### src/include/ccac_pkg.sv
// ccac_pkg: register map, field positions, reset values and timing counts
// for the charger configuration and measurement control register bank.
// assumes a byte-wide register port with 8-bit addresses, clocked by mclk.
package ccac_pkg;
  // ----------------------------------------
  // register offsets
  // ----------------------------------------
  localparam logic [7:0] CCAC_THERMAL_OFS = 8'h1d;
  localparam logic [7:0] CCAC_ILIM_OFS = 8'h1e;
  localparam logic [7:0] CCAC_RAMP_OFS = 8'h1f;
  localparam logic [7:0] CCAC_OFFS_OFS = 8'h20;
  localparam logic [7:0] CCAC_SLOPE_OFS = 8'h21;
  localparam logic [7:0] CCAC_PHASE_OFS = 8'h22;
  localparam logic [7:0] CCAC_SPREAD_OFS = 8'h23;
  localparam logic [7:0] CCAC_CHEN_OFS = 8'h30;
  localparam logic [7:0] CCAC_MEAS_OFS = 8'h31;
  // ----------------------------------------
  // reset values
  // ----------------------------------------
  localparam logic [7:0] CCAC_THERMAL_RST = 8'h32;
  localparam logic [7:0] CCAC_ILIM_RST = 8'h15;
  localparam logic [7:0] CCAC_RAMP_RST = 8'h9e;
  localparam logic [7:0] CCAC_OFFS_RST = 8'h47;
  localparam logic [7:0] CCAC_SLOPE_RST = 8'h52;
  localparam logic [7:0] CCAC_PHASE_RST = 8'h00;
  localparam logic [7:0] CCAC_SPREAD_RST = 8'h09;
  localparam logic [7:0] CCAC_CHEN_RST = 8'h00;
  localparam logic [7:0] CCAC_MEAS_RST = 8'h00;
  // ----------------------------------------
  // field positions
  // ----------------------------------------
  localparam int CCAC_PROFILE_BIT = 7;
  localparam int CCAC_SETPT_LSB = 3;
  localparam int CCAC_CVCOOL_BIT = 2;
  localparam int CCAC_CCCOOL_BIT = 1;
  localparam int CCAC_SHIP_BIT = 0;
  localparam int CCAC_CCTOP_BIT = 7;
  localparam int CCAC_RAMPSEL_LSB = 6;
  localparam int CCAC_SPREAD_RSVD_BIT = 2;
  localparam int CCAC_ONESHOT_BIT = 0;
  localparam int CCAC_CONT_BIT = 1;
  localparam int CCAC_AVGEN_BIT = 2;
  localparam int CCAC_AVGCNT_LSB = 4;
  localparam int CCAC_RATE_LSB = 6;
  // ----------------------------------------
  // analog decodes
  // ----------------------------------------
  localparam int CCAC_SETPT_BASE_C = 85;
  localparam int CCAC_SETPT_STEP_C = 5;
  localparam logic [3:0] CCAC_SETPT_MAX = 4'h9;
  localparam int CCAC_ILIM_MIN_MA = 50;
  localparam int CCAC_ILIM_STEP_MA = 25;
  localparam logic [6:0] CCAC_ILIM_FLAT_TOP = 7'h03;
  localparam int CCAC_COOL_DROP_MV = 180;
  localparam int CCAC_ZX_BASE_MA = -1200;
  localparam int CCAC_ZX_STEP_MA = 225;
  // ----------------------------------------
  // timing
  // ----------------------------------------
  localparam int CCAC_CLK_MHZ = 100;
  localparam int CCAC_RAMP0_US = 8;
  localparam int CCAC_RAMP1_US = 256;
  localparam int CCAC_RAMP2_US = 1024;
  localparam int CCAC_RAMP3_US = 4096;
  localparam int CCAC_RAMP0_CYC = CCAC_RAMP0_US * CCAC_CLK_MHZ;
  localparam int CCAC_RAMP1_CYC = CCAC_RAMP1_US * CCAC_CLK_MHZ;
  localparam int CCAC_RAMP2_CYC = CCAC_RAMP2_US * CCAC_CLK_MHZ;
  localparam int CCAC_RAMP3_CYC = CCAC_RAMP3_US * CCAC_CLK_MHZ;
  localparam int CCAC_RATE0_HZ = 1000;
  localparam int CCAC_RATE1_HZ = 100;
  localparam int CCAC_RATE2_HZ = 10;
  localparam int CCAC_RATE3_HZ = 1;
  localparam int CCAC_RATE0_CYC = CCAC_CLK_MHZ * 1000000 / CCAC_RATE0_HZ;
  localparam int CCAC_RATE1_CYC = CCAC_CLK_MHZ * 1000000 / CCAC_RATE1_HZ;
  localparam int CCAC_RATE2_CYC = CCAC_CLK_MHZ * 1000000 / CCAC_RATE2_HZ;
  localparam int CCAC_RATE3_CYC = CCAC_CLK_MHZ * 1000000 / CCAC_RATE3_HZ;

  typedef enum logic [1:0] {
    CCAC_IDLE,
    CCAC_CONVERT,
    CCAC_WAIT
  } ccac_meas_e;
endpackage : ccac_pkg

### src/core/ccac_top.sv
// ccac_top: charger configuration and measurement control register bank.
// assumes a synchronous byte register port from the serial interface logic,
// and analog status levels (junction hot, thermistor cool zone, conversion
// done) that are asynchronous and therefore synchronised here.
`timescale 1ns/1ns
module ccac_top
  import ccac_pkg::*;
#(
  parameter int RAMP0_CYC = CCAC_RAMP0_CYC,
  parameter int RAMP1_CYC = CCAC_RAMP1_CYC,
  parameter int RAMP2_CYC = CCAC_RAMP2_CYC,
  parameter int RAMP3_CYC = CCAC_RAMP3_CYC,
  parameter int RATE0_CYC = CCAC_RATE0_CYC,
  parameter int RATE1_CYC = CCAC_RATE1_CYC,
  parameter int RATE2_CYC = CCAC_RATE2_CYC,
  parameter int RATE3_CYC = CCAC_RATE3_CYC
) (
  input wire logic mclk,
  input wire logic srst,
  input wire logic reg_wr,
  input wire logic reg_rd,
  input wire logic [7:0] reg_addr,
  input wire logic [7:0] reg_wdata,
  output logic [7:0] reg_rdata,
  output logic reg_ack,
  input wire logic [7:0] fast_charge_current_code,
  input wire logic junction_over_setpoint,
  input wire logic thermistor_cool_zone,
  input wire logic conversion_done,
  output logic thermal_regulation_flag,
  output logic [8:0] charge_current_select,
  output logic charge_current_halve,
  output logic [1:0] charge_current_offset,
  output logic termination_voltage_drop,
  output logic factory_ship_enable,
  output logic [3:0] junction_regulation_setpoint,
  output logic current_foldback,
  output logic [6:0] input_current_limit,
  output logic [2:0] reverse_buck_current_limit,
  output logic [2:0] zero_cross_threshold,
  output logic [4:0] bypass_voltage_threshold,
  output logic [2:0] slope_comp_level,
  output logic slope_comp_halve,
  output logic [2:0] min_system_voltage,
  output logic force_step_down_phase,
  output logic force_step_up_phase,
  output logic input_loop_wide_bw,
  output logic output_current_loop_wide_bw,
  output logic output_voltage_loop_wide_bw,
  output logic spread_enable,
  output logic spread_pattern,
  output logic [7:0] channel_convert,
  output logic [1:0] averaging_count,
  output logic averaging_enable,
  output logic conversion_start
);
  typedef struct packed {
    logic [7:0] thermal;
    logic [7:0] ilim;
    logic [7:0] ramp;
    logic [7:0] offs;
    logic [7:0] slope;
    logic [7:0] phase;
    logic [7:0] spread;
    logic [7:0] chen;
    logic [7:0] meas;
    logic [7:0] rdata;
    logic ack;
    logic [2:0] hot_sync;
    logic [2:0] cool_sync;
    logic [2:0] done_sync;
    ccac_meas_e mstate;
    logic [31:0] wait_cnt;
    logic start;
    logic [7:0] channels;
    logic flag;
    logic fold;
    logic halve;
    logic vdrop;
    logic [8:0] ccsel;
  } ccac_top_s;

  ccac_top_s st;
  ccac_top_s next_st;
  logic [6:0] ramped_limit;
  logic [31:0] rate_period;
  logic hot;
  logic cool;
  logic done_rise;

  // ----------------------------------------
  // input current limit soft start
  // ----------------------------------------
  ccac_ramp #(
    .RAMP0_CYC(RAMP0_CYC),
    .RAMP1_CYC(RAMP1_CYC),
    .RAMP2_CYC(RAMP2_CYC),
    .RAMP3_CYC(RAMP3_CYC)
  ) u_ramp (
    .mclk(mclk),
    .srst(srst),
    .target_code(st.ilim[6:0]),
    .interval_sel(st.ramp[CCAC_RAMPSEL_LSB +: 2]),
    .applied_code(ramped_limit)
  );

  always_comb begin
    case (st.meas[CCAC_RATE_LSB +: 2])
      2'd0: rate_period = 32'(RATE0_CYC);
      2'd1: rate_period = 32'(RATE1_CYC);
      2'd2: rate_period = 32'(RATE2_CYC);
      default: rate_period = 32'(RATE3_CYC);
    endcase
  end

  // only the second stage of the hot and cool synchronisers is read; done compares its second and third stages for the rising edge
  assign hot = st.hot_sync[1];
  assign cool = st.cool_sync[1];
  assign done_rise = st.done_sync[1] & ~st.done_sync[2];

  always_comb begin
    next_st = st;
    next_st.hot_sync = {st.hot_sync[1:0], junction_over_setpoint};
    next_st.cool_sync = {st.cool_sync[1:0], thermistor_cool_zone};
    next_st.done_sync = {st.done_sync[1:0], conversion_done};
    next_st.start = 1'b0;
    next_st.ack = reg_wr | reg_rd;

    // ----------------------------------------
    // register writes
    // ----------------------------------------
    if (reg_wr) begin
      if (reg_addr == CCAC_THERMAL_OFS) begin
        next_st.thermal = reg_wdata;
      end else if (reg_addr == CCAC_ILIM_OFS) begin
        next_st.ilim = reg_wdata;
      end else if (reg_addr == CCAC_RAMP_OFS) begin
        next_st.ramp = reg_wdata;
      end else if (reg_addr == CCAC_OFFS_OFS) begin
        next_st.offs = reg_wdata;
      end else if (reg_addr == CCAC_SLOPE_OFS) begin
        next_st.slope = reg_wdata;
      end else if (reg_addr == CCAC_PHASE_OFS) begin
        next_st.phase = reg_wdata;
      end else if (reg_addr == CCAC_SPREAD_OFS) begin
        next_st.spread = reg_wdata;
        next_st.spread[CCAC_SPREAD_RSVD_BIT] = 1'b0;
      end else if (reg_addr == CCAC_CHEN_OFS) begin
        next_st.chen = reg_wdata;
      end else if (reg_addr == CCAC_MEAS_OFS) begin
        next_st.meas = reg_wdata;
      end
    end

    // ----------------------------------------
    // register reads
    // ----------------------------------------
    if (reg_rd) begin
      if (reg_addr == CCAC_THERMAL_OFS) begin
        next_st.rdata = st.thermal;
      end else if (reg_addr == CCAC_ILIM_OFS) begin
        next_st.rdata = {st.ilim[CCAC_CCTOP_BIT], ramped_limit};
      end else if (reg_addr == CCAC_RAMP_OFS) begin
        next_st.rdata = st.ramp;
      end else if (reg_addr == CCAC_OFFS_OFS) begin
        next_st.rdata = st.offs;
      end else if (reg_addr == CCAC_SLOPE_OFS) begin
        next_st.rdata = st.slope;
      end else if (reg_addr == CCAC_PHASE_OFS) begin
        next_st.rdata = st.phase;
      end else if (reg_addr == CCAC_SPREAD_OFS) begin
        next_st.rdata = st.spread;
      end else if (reg_addr == CCAC_CHEN_OFS) begin
        next_st.rdata = st.chen;
      end else if (reg_addr == CCAC_MEAS_OFS) begin
        next_st.rdata = st.meas;
      end else begin
        next_st.rdata = 8'h00;
      end
    end

    // ----------------------------------------
    // thermal and zone adjustment
    // ----------------------------------------
    // setpoint codes above 9 clamp to the hottest threshold
    next_st.fold = hot;
    next_st.flag = hot;
    next_st.halve = st.thermal[CCAC_PROFILE_BIT] & cool & st.thermal[CCAC_CCCOOL_BIT];
    next_st.vdrop = st.thermal[CCAC_PROFILE_BIT] & cool & st.thermal[CCAC_CVCOOL_BIT];
    next_st.ccsel = {st.ilim[CCAC_CCTOP_BIT], fast_charge_current_code};

    // ----------------------------------------
    // conversion sequencer
    // ----------------------------------------
    case (st.mstate)
      CCAC_IDLE: begin
        if (st.meas[CCAC_ONESHOT_BIT] || st.meas[CCAC_CONT_BIT]) begin
          next_st.start = 1'b1;
          next_st.channels = st.chen;
          next_st.mstate = CCAC_CONVERT;
        end
      end
      CCAC_CONVERT: begin
        if (done_rise) begin
          // a one-shot is finished once its pass is done; a host write of one
          // in the same cycle is kept so the request is not lost
          if (!(reg_wr && reg_addr == CCAC_MEAS_OFS && reg_wdata[CCAC_ONESHOT_BIT])) begin
            next_st.meas[CCAC_ONESHOT_BIT] = 1'b0;
          end
          next_st.wait_cnt = 32'h0000_0000;
          next_st.mstate = CCAC_WAIT;
        end
      end
      CCAC_WAIT: begin
        if (st.meas[CCAC_ONESHOT_BIT]) begin
          next_st.mstate = CCAC_IDLE;
        end else if (!st.meas[CCAC_CONT_BIT]) begin
          next_st.mstate = CCAC_IDLE;
        end else if (st.wait_cnt + 32'h0000_0001 >= rate_period) begin
          next_st.mstate = CCAC_IDLE;
        end else begin
          next_st.wait_cnt = st.wait_cnt + 32'h0000_0001;
        end
      end
      default: begin
        next_st.mstate = CCAC_IDLE;
      end
    endcase
  end

  always_ff @(posedge mclk) begin
    if (srst) begin
      st <= '0;
      st.thermal <= CCAC_THERMAL_RST;
      st.ilim <= CCAC_ILIM_RST;
      st.ramp <= CCAC_RAMP_RST;
      st.offs <= CCAC_OFFS_RST;
      st.slope <= CCAC_SLOPE_RST;
      st.phase <= CCAC_PHASE_RST;
      st.spread <= CCAC_SPREAD_RST;
      st.chen <= CCAC_CHEN_RST;
      st.meas <= CCAC_MEAS_RST;
      st.mstate <= CCAC_IDLE;
    end else begin
      st <= next_st;
    end
  end

  // ----------------------------------------
  // outputs
  // ----------------------------------------
  assign reg_rdata = st.rdata;
  assign reg_ack = st.ack;
  assign thermal_regulation_flag = st.flag;
  assign current_foldback = st.fold;
  assign charge_current_select = st.ccsel;
  assign charge_current_halve = st.halve;
  assign termination_voltage_drop = st.vdrop;
  assign charge_current_offset = st.offs[7:6];
  assign factory_ship_enable = st.thermal[CCAC_SHIP_BIT];
  assign junction_regulation_setpoint = (st.thermal[6:3] > CCAC_SETPT_MAX) ?
    CCAC_SETPT_MAX : st.thermal[6:3];
  assign input_current_limit = ramped_limit;
  assign reverse_buck_current_limit = st.ramp[5:3];
  assign zero_cross_threshold = st.ramp[2:0];
  assign bypass_voltage_threshold = st.offs[5:1];
  assign slope_comp_level = st.slope[7:5];
  assign slope_comp_halve = st.offs[0];
  assign min_system_voltage = st.slope[2:0];
  assign force_step_down_phase = st.phase[4];
  assign force_step_up_phase = st.phase[3];
  assign input_loop_wide_bw = st.phase[2];
  assign output_current_loop_wide_bw = st.phase[1];
  assign output_voltage_loop_wide_bw = st.phase[0];
  assign spread_enable = st.spread[1];
  assign spread_pattern = st.spread[3];
  assign channel_convert = st.channels;
  assign averaging_count = st.meas[CCAC_AVGCNT_LSB +: 2];
  assign averaging_enable = st.meas[CCAC_AVGEN_BIT];
  assign conversion_start = st.start;
endmodule : ccac_top

### src/core/ccac_ramp.sv
// ccac_ramp: soft-start stepper for the input current limit code.
// assumes target code from the register bank, same clock, no pin inputs.
`timescale 1ns/1ns
module ccac_ramp
  import ccac_pkg::*;
#(
  parameter int RAMP0_CYC = CCAC_RAMP0_CYC,
  parameter int RAMP1_CYC = CCAC_RAMP1_CYC,
  parameter int RAMP2_CYC = CCAC_RAMP2_CYC,
  parameter int RAMP3_CYC = CCAC_RAMP3_CYC
) (
  input wire logic mclk,
  input wire logic srst,
  input wire logic [6:0] target_code,
  input wire logic [1:0] interval_sel,
  output logic [6:0] applied_code
);
  typedef struct packed {
    logic [6:0] code;
    logic [31:0] tick;
  } ccac_ramp_s;

  ccac_ramp_s st;
  ccac_ramp_s next_st;
  logic [31:0] period;

  always_comb begin
    case (interval_sel)
      2'd0: period = 32'(RAMP0_CYC);
      2'd1: period = 32'(RAMP1_CYC);
      2'd2: period = 32'(RAMP2_CYC);
      default: period = 32'(RAMP3_CYC);
    endcase
  end

  // ----------------------------------------
  // stepping
  // ----------------------------------------
  // decreases apply at once; only rises are ramped to limit inrush
  always_comb begin
    next_st = st;
    if (target_code <= st.code) begin
      next_st.code = target_code;
      next_st.tick = 32'h0000_0000;
    end else if (st.tick + 32'h0000_0001 >= period) begin
      next_st.code = st.code + 7'h01;
      next_st.tick = 32'h0000_0000;
    end else begin
      next_st.tick = st.tick + 32'h0000_0001;
    end
  end

  always_ff @(posedge mclk) begin
    if (srst) begin
      st <= '{code: CCAC_ILIM_RST[6:0], tick: 32'h0000_0000};
    end else begin
      st <= next_st;
    end
  end

  assign applied_code = st.code;
endmodule : ccac_ramp

### config.mk
export PLATFORM = sky130hd
export DESIGN_NAME = ccac_top
export DESIGN_NICKNAME = d
export VERILOG_FILES = /design/src/include/ccac_pkg.sv /design/src/core/ccac_top.sv /design/src/core/ccac_ramp.sv
export SDC_FILE = /design/constraint.sdc
export NUM_CORES = 1
export LEC_CHECK = 0
export BUFFER_PORTS_ARGS = -buffer_cell sky130_fd_sc_hd__clkbuf_2
export CORE_UTILIZATION = 61
export DETAILED_ROUTE_END_ITERATION = 8
export PLACE_DENSITY = 0.82
export SYNTH_ARGS = -nofsm -noshare
export SYNTH_HDL_FRONTEND = slang
export SYNTH_SLANG_ARGS = --single-unit
### constraint.sdc
create_clock -name mclk -period 12.5 [get_ports mclk]
set_input_delay 1.875 -clock mclk [delete_from_list [all_inputs] [get_ports mclk]]
set_output_delay 1.875 -clock mclk [all_outputs]
set_load 0.05 [all_outputs]
* After elaboration in Yosys (flattened, before gate mapping)
Index checks and enable logic that the tools add are counted.
Storage, ports and cells: register bits 181, latch bits 0, RAM bits 0, ROM bits 0, output and inout port bits 73, logic and storage cells 129, memories kept 0
Operators by class: add/sub/neg operators 3, multipliers 0, div/mod/pow operators 0, order comparisons 4, equality and inequality tests 21, shift-type cells 0, mux-type cells 39, bitwise gates (word level) 15, reductions and logical operators 22
Operators by type and width (count):
- 32-bit 2-to-1 mux | 4
- 27-bit one-hot mux with 3 select lines | 1
- 8-bit 2-to-1 mux | 9
- 32-bit by 1-bit adder with 32-bit output (second input constant) | 2
- 32-bit one-hot mux with 2 select lines | 1
- 19-bit one-hot mux with 3 select lines | 1
- 8-bit by 6-bit equality test with 1-bit output (second input constant) | 6
- 39-bit 2-to-1 mux | 1
- 34-bit 2-to-1 mux | 1
- 32-bit by 19-bit >= comparator with 1-bit output | 1
- 32-bit >= comparator | 1
- 8-bit by 5-bit equality test with 1-bit output (second input constant) | 3
- 1-bit 2-to-1 mux | 13
- 2-bit inequality test (second input constant) | 5
- 1-bit NOT | 10
- 10-bit AND reduction | 1
- 5-bit AND reduction | 2
- 9-bit 2-to-1 mux | 1
- 9-bit AND reduction | 1
- 2-bit 2-to-1 mux | 4
- 8-bit AND reduction | 1
- 7-bit by 1-bit adder with 7-bit output (second input constant) | 1
- 7-bit less-or-equal comparator | 1
- 7-bit 2-to-1 mux | 1
- 19 further kinds | 32

* Longest topological paths before layout
word-level depth 14, depth in mapped cells 18

* Modules after synthesis
Synthesis repeated with hierarchy kept, for this count alone.
Unflattened totals: cells, all modules 1135, area, all modules 9952.0 um2
By module, submodules not included:
- ccac_top | times used 1, cells an instance 841, area an instance 7354.6 um2
- ccac_ramp | times used 1, cells an instance 294, area an instance 2597.5 um2

* Worst setup path after synthesis
OpenSTA, ideal clock, no wires.
path type register to register, start register st[22] in the netlist's numbering, end register st[54] in the netlist's numbering, library setup time 142 ps, data arrival time 4307 ps, data required time 12358 ps, slack 8050 ps, stages on the path, launching flop included 18, buffers on the path 2, cells stage by stage dfxtp_1 > ha_1 > nand4_1 > or4_1 > buf_2 > nor3_1 > and3_1 > and3_1 > xor2_1 > ha_1 > nand4_1 > or4_1 > a22o_1 > a41o_1 > and2_1 > buf_2 > o21ai_0 > a21oi_1
Between the ends: cells in the longest elaborated chain, start to end 4
RTL lines:
- from (decl) | line ccac_top.sv:83 | ccac_top_s st;
- from (signal assigned) | line ccac_top.sv:245 | st <= next_st;
- 32-bit by 1-bit adder with 32-bit output | line ccac_top.sv:219 | end else if (st.wait_cnt + 32'h0000_0001 >= rate_period) begin
- 32-bit >= comparator | line ccac_top.sv:219
- 4-bit inequality test (no line)
- 3-bit AND reduction (no line)
Every way passes these cells. A chain may end at the register's enable or synchronous reset.

* Final worst setup path
start register st[22] in the netlist's numbering, end register st[25] in the netlist's numbering
Between the ends: cells in the longest elaborated chain, start to end 5, elaborated cells between the ends (all ways) 8
RTL lines (line):
- 32-bit by 1-bit adder with 32-bit output (*) | ccac_top.sv:219, ccac_top.sv:222
- parallel branches: the longest is 4 deep, another holds 32-bit >= comparator
Every way passes the cells marked *. The select of a mux whose other input is x is not followed.

==> run_results.csv <==
group,metric,value,unit
die,die_y,127,um
setup_path,path_max_fanout,12,
timing,fin_crit_sh,0.431,
placed_design,gp_congestion,0.929,
cts,clockBufferDepth,2,
route,firstDrtPassIters,5,
grt,antenna_found_initial,0,
cts,cts_htree_levels,4,
route,drc,0,
timing,setup_viol,0,
placed_design,hpwl,16.3,mm
die,io_pins,104,
timing,min_period,5.39,ns
cells_and_area,final_nets,1234,
yosys,netlist_instances,1128,
timing,slew_headroom,0.295,
timing,slew_violations,0,
power,power.leakage,4.46,nW
cells_and_area,stdcell_count,1379,
die,fp.dieW,127,um
die,initial_utilization,0.628,
yosys,synthXorXnorAreaFrac,0.0384,
setup_path,crit_path_start_kind,"flip-flop",
yosys,synth_top_family_by_area,"simple AND/OR/NAND/NOR gates",
timing,fin_skew,0.00793,ns
cells_and_area,area_growth,8.61,%
cells_and_area,antennaDiodeCount,0,
yosys,yosys.area_share.adder,0.0600,
timing,tns,0,ns
die,num_rows,45,
route,vias,8300,
cts,numClockSinks,181,
grt,grt-ovfl-total,0,
cts,post_cts_buffers,0,
cts,tritoncts,"built",
run,maxCapViolations,0,
yosys,synth-edff-count,0,
cells_and_area,stdcell_area,10400,sq um
placed_design,dp_slack,7.19,ns
grt,grt_pass1_wl,38.0,mm
yosys,synth-simple-area-share,0.233,
cells_and_area,mostFrequentLayoutCell,"dfxtp_1",
setup_path,crit_required,12.83,ns
cells_and_area,fill_cells,1198,
yosys,synth.area.mux_share,0.0836,
yosys,ys_ff_latch,181,
cts,numCtsBuffers,17,
placed_design,place_inst,1349,
timing,hold_viol_final,0,
cts,cts_resized,0,
cells_and_area,layout_common_cells,"dfxtp_1 (181), nor2_1 (116), nand2_1 (115), clkbuf_2 (102), mux2i_1 (70)",
route,via_per_inst,6.02,
yosys,synth.distinct_cells,72,
timing,max_slew.worst_pin.slew,1.05,ns
setup_path,crit_arrival,5.72,ns
power,vdd_ir_drop_max,0.000140,V
power,powerDensity,121,nW/um^2
cts,clkTransAtPathRegs,0.07,ns
placed_design,portBuffers,103,
cts,hold_buffers,0,
route,detail_route.wl_per_cell,17.0,um
timing,worst_slack,7.11,ns
setup_path,criticalPathCategory,"reg2reg",
run_status,outcome,"completed",
yosys,synth_async_sr_flop_share,0,
yosys,synthFlopType,"dfxtp_1",
hold_path,hold_path_class,"reg2reg",
timing,fmax,0.186,GHz
placed_design,dpl_cell_area,9830,sq um
grt,grt_max_degree,53,
cells_and_area,drive_gt1_frac,0.148,
power,power.total,1.26,mW
route,antenna_left,0,
yosys,synth_compound_area_frac,0.129,
die,dieArea,16200,sq um
yosys,synth_seq_area_share,0.378,
die,coreArea,15300,sq um
grt,grt.total_usage,0.295,
grt,grt_pass1_vias,7818,
yosys,synth_area,9590,sq um
yosys,synth.avg_cell_area,8.50,sq um
route,drt_iter0_drc,610,
cts,worstSkewPairLatency,0.43,ns
route,routed_wl,23.4,mm
cts,cts_root_buf,"clkbuf_16",
cells_and_area,utilization,0.683,
yosys,ys_warn_count,0,
timing,hold-worst-slack,0.435,ns
timing,rsz0062_at_grt,"no",
setup_path,worst_setup_path_end_kind,"flip-flop",
cells by family after synthesis:
| kind of cell | count (synthesis) |
|---|---|
| AO/OA/AOI/OAI | 196 |
| adder cells (fa/ha/maj) | 46 |
| AND/OR/NAND/NOR | 447 |
| buffers and inverters | 140 |
| multiplexers | 75 |
| flip-flops | 181 |
| XOR/XNOR | 42 |
| other | 1 |
path summary, 6_finish.rpt:
check	startpoint	end	slack, ns	depth (start not counted)
max	st[22]	st[25]	7.11	16
min	next_st[57]	next_st[58]	0.44	1
max reg2reg	st[22]	st[25]	7.11	16
min reg2reg	next_st[57]	next_st[58]	0.44	1
routing by layer:
layer	routed length, um	share of wire	global-route usage	vias to the layer above
met4	951	0.041	0.151	0
met1	9880	0.42	0.376	3877
met5	0	0	0	-
met2	10700	0.46	0.469	373
li1	-	-	-	3972
met3	1860	0.079	0.0691	78
worst max-delay path, stage by stage (launching register included):
cell     delay [ns]
dfxtp_1        0.43
ha_1           0.25
nand4_1        0.23
or4_1          0.78
nor3_1         0.45
and3_1         0.29
and3_1         0.23
xor2_1         0.08
ha_1           0.32
nand4_1        0.14
or4_1          0.52
a22o_1         0.24
a41o_1         0.26
a21oi_1        0.60
buf_4          0.29
o21ai_0        0.10
o31ai_1        0.08
sequential cells by signal, indices dropped and copies added (netlist names), 3 cells and up:
name,flops
bypass_voltage_threshold,5
min_system_voltage,3
slope_comp_level,3
st,74
charge_current_select,9
u_ramp.applied_code,7
next_st,5
reverse_buck_current_limit,3
zero_cross_threshold,3
u_ramp.st,32
reg_rdata,8
channel_convert,8
report_power, final:
| part | total, mW | internal (mW) | switching (mW) |
|---|---|---|---|
| registers | 0.596 | 0.586 | 0.0102 |
| logic | 0.123 | 0.0419 | 0.0809 |
| clock network | 0.542 | 0.311 | 0.230 |
synthesized netlist by cell type, types with 3 or more instances:
cell type  number  area, sq um
nand4_1        21          131
buf_2           9         45.0
a211o_1         5         43.8
xor2_1         17          149
or4_1           7         52.6
o221ai_1        8         70.1
and3_1         24          150
or3_1           8         50.1
mux4_2          4         90.1
o31ai_1         5         37.5
a21oi_1        63          315
buf_4          54          405
and4_1          4         35.0
o22ai_1         3         18.8
o41ai_1         4         35.0
o21ai_1         4         20.0
nand3_1        46          230
nor3_1         15         75.1
and2_1          6         37.5
inv_1          27          101
or2_2          10         62.6
a21o_1          6         45.0
nor4_1         14         87.6
nor2b_1        26          163
nor4b_1         3         26.3
nand2b_1       17          106
clkbuf_1       42          158
a31o_2          7         61.3
mux2i_1        70          701
xnor2_1        25          219
o21ai_0        54          270
dfxtp_1       181         3620
ha_1           46          576
nor2_1        116          435
a31oi_1         5         31.3
a211oi_1        3         22.5
buf_1           5         18.8
nand2_1       115          432
nor3b_1         3         22.5
a22oi_1         4         30.0
final cells by class:
cell class              count  area (sq um)  area share
repair buffers            110           571      0.0548
clock inverters             9           119      0.0114
well taps                 211           264      0.0253
flip-flops and latches    181          3620       0.348
clock buffers              21           470      0.0452
inverters                  28           105      0.0101
multi-input cells         819          5260       0.505
(Power assumes the default switching activity.)
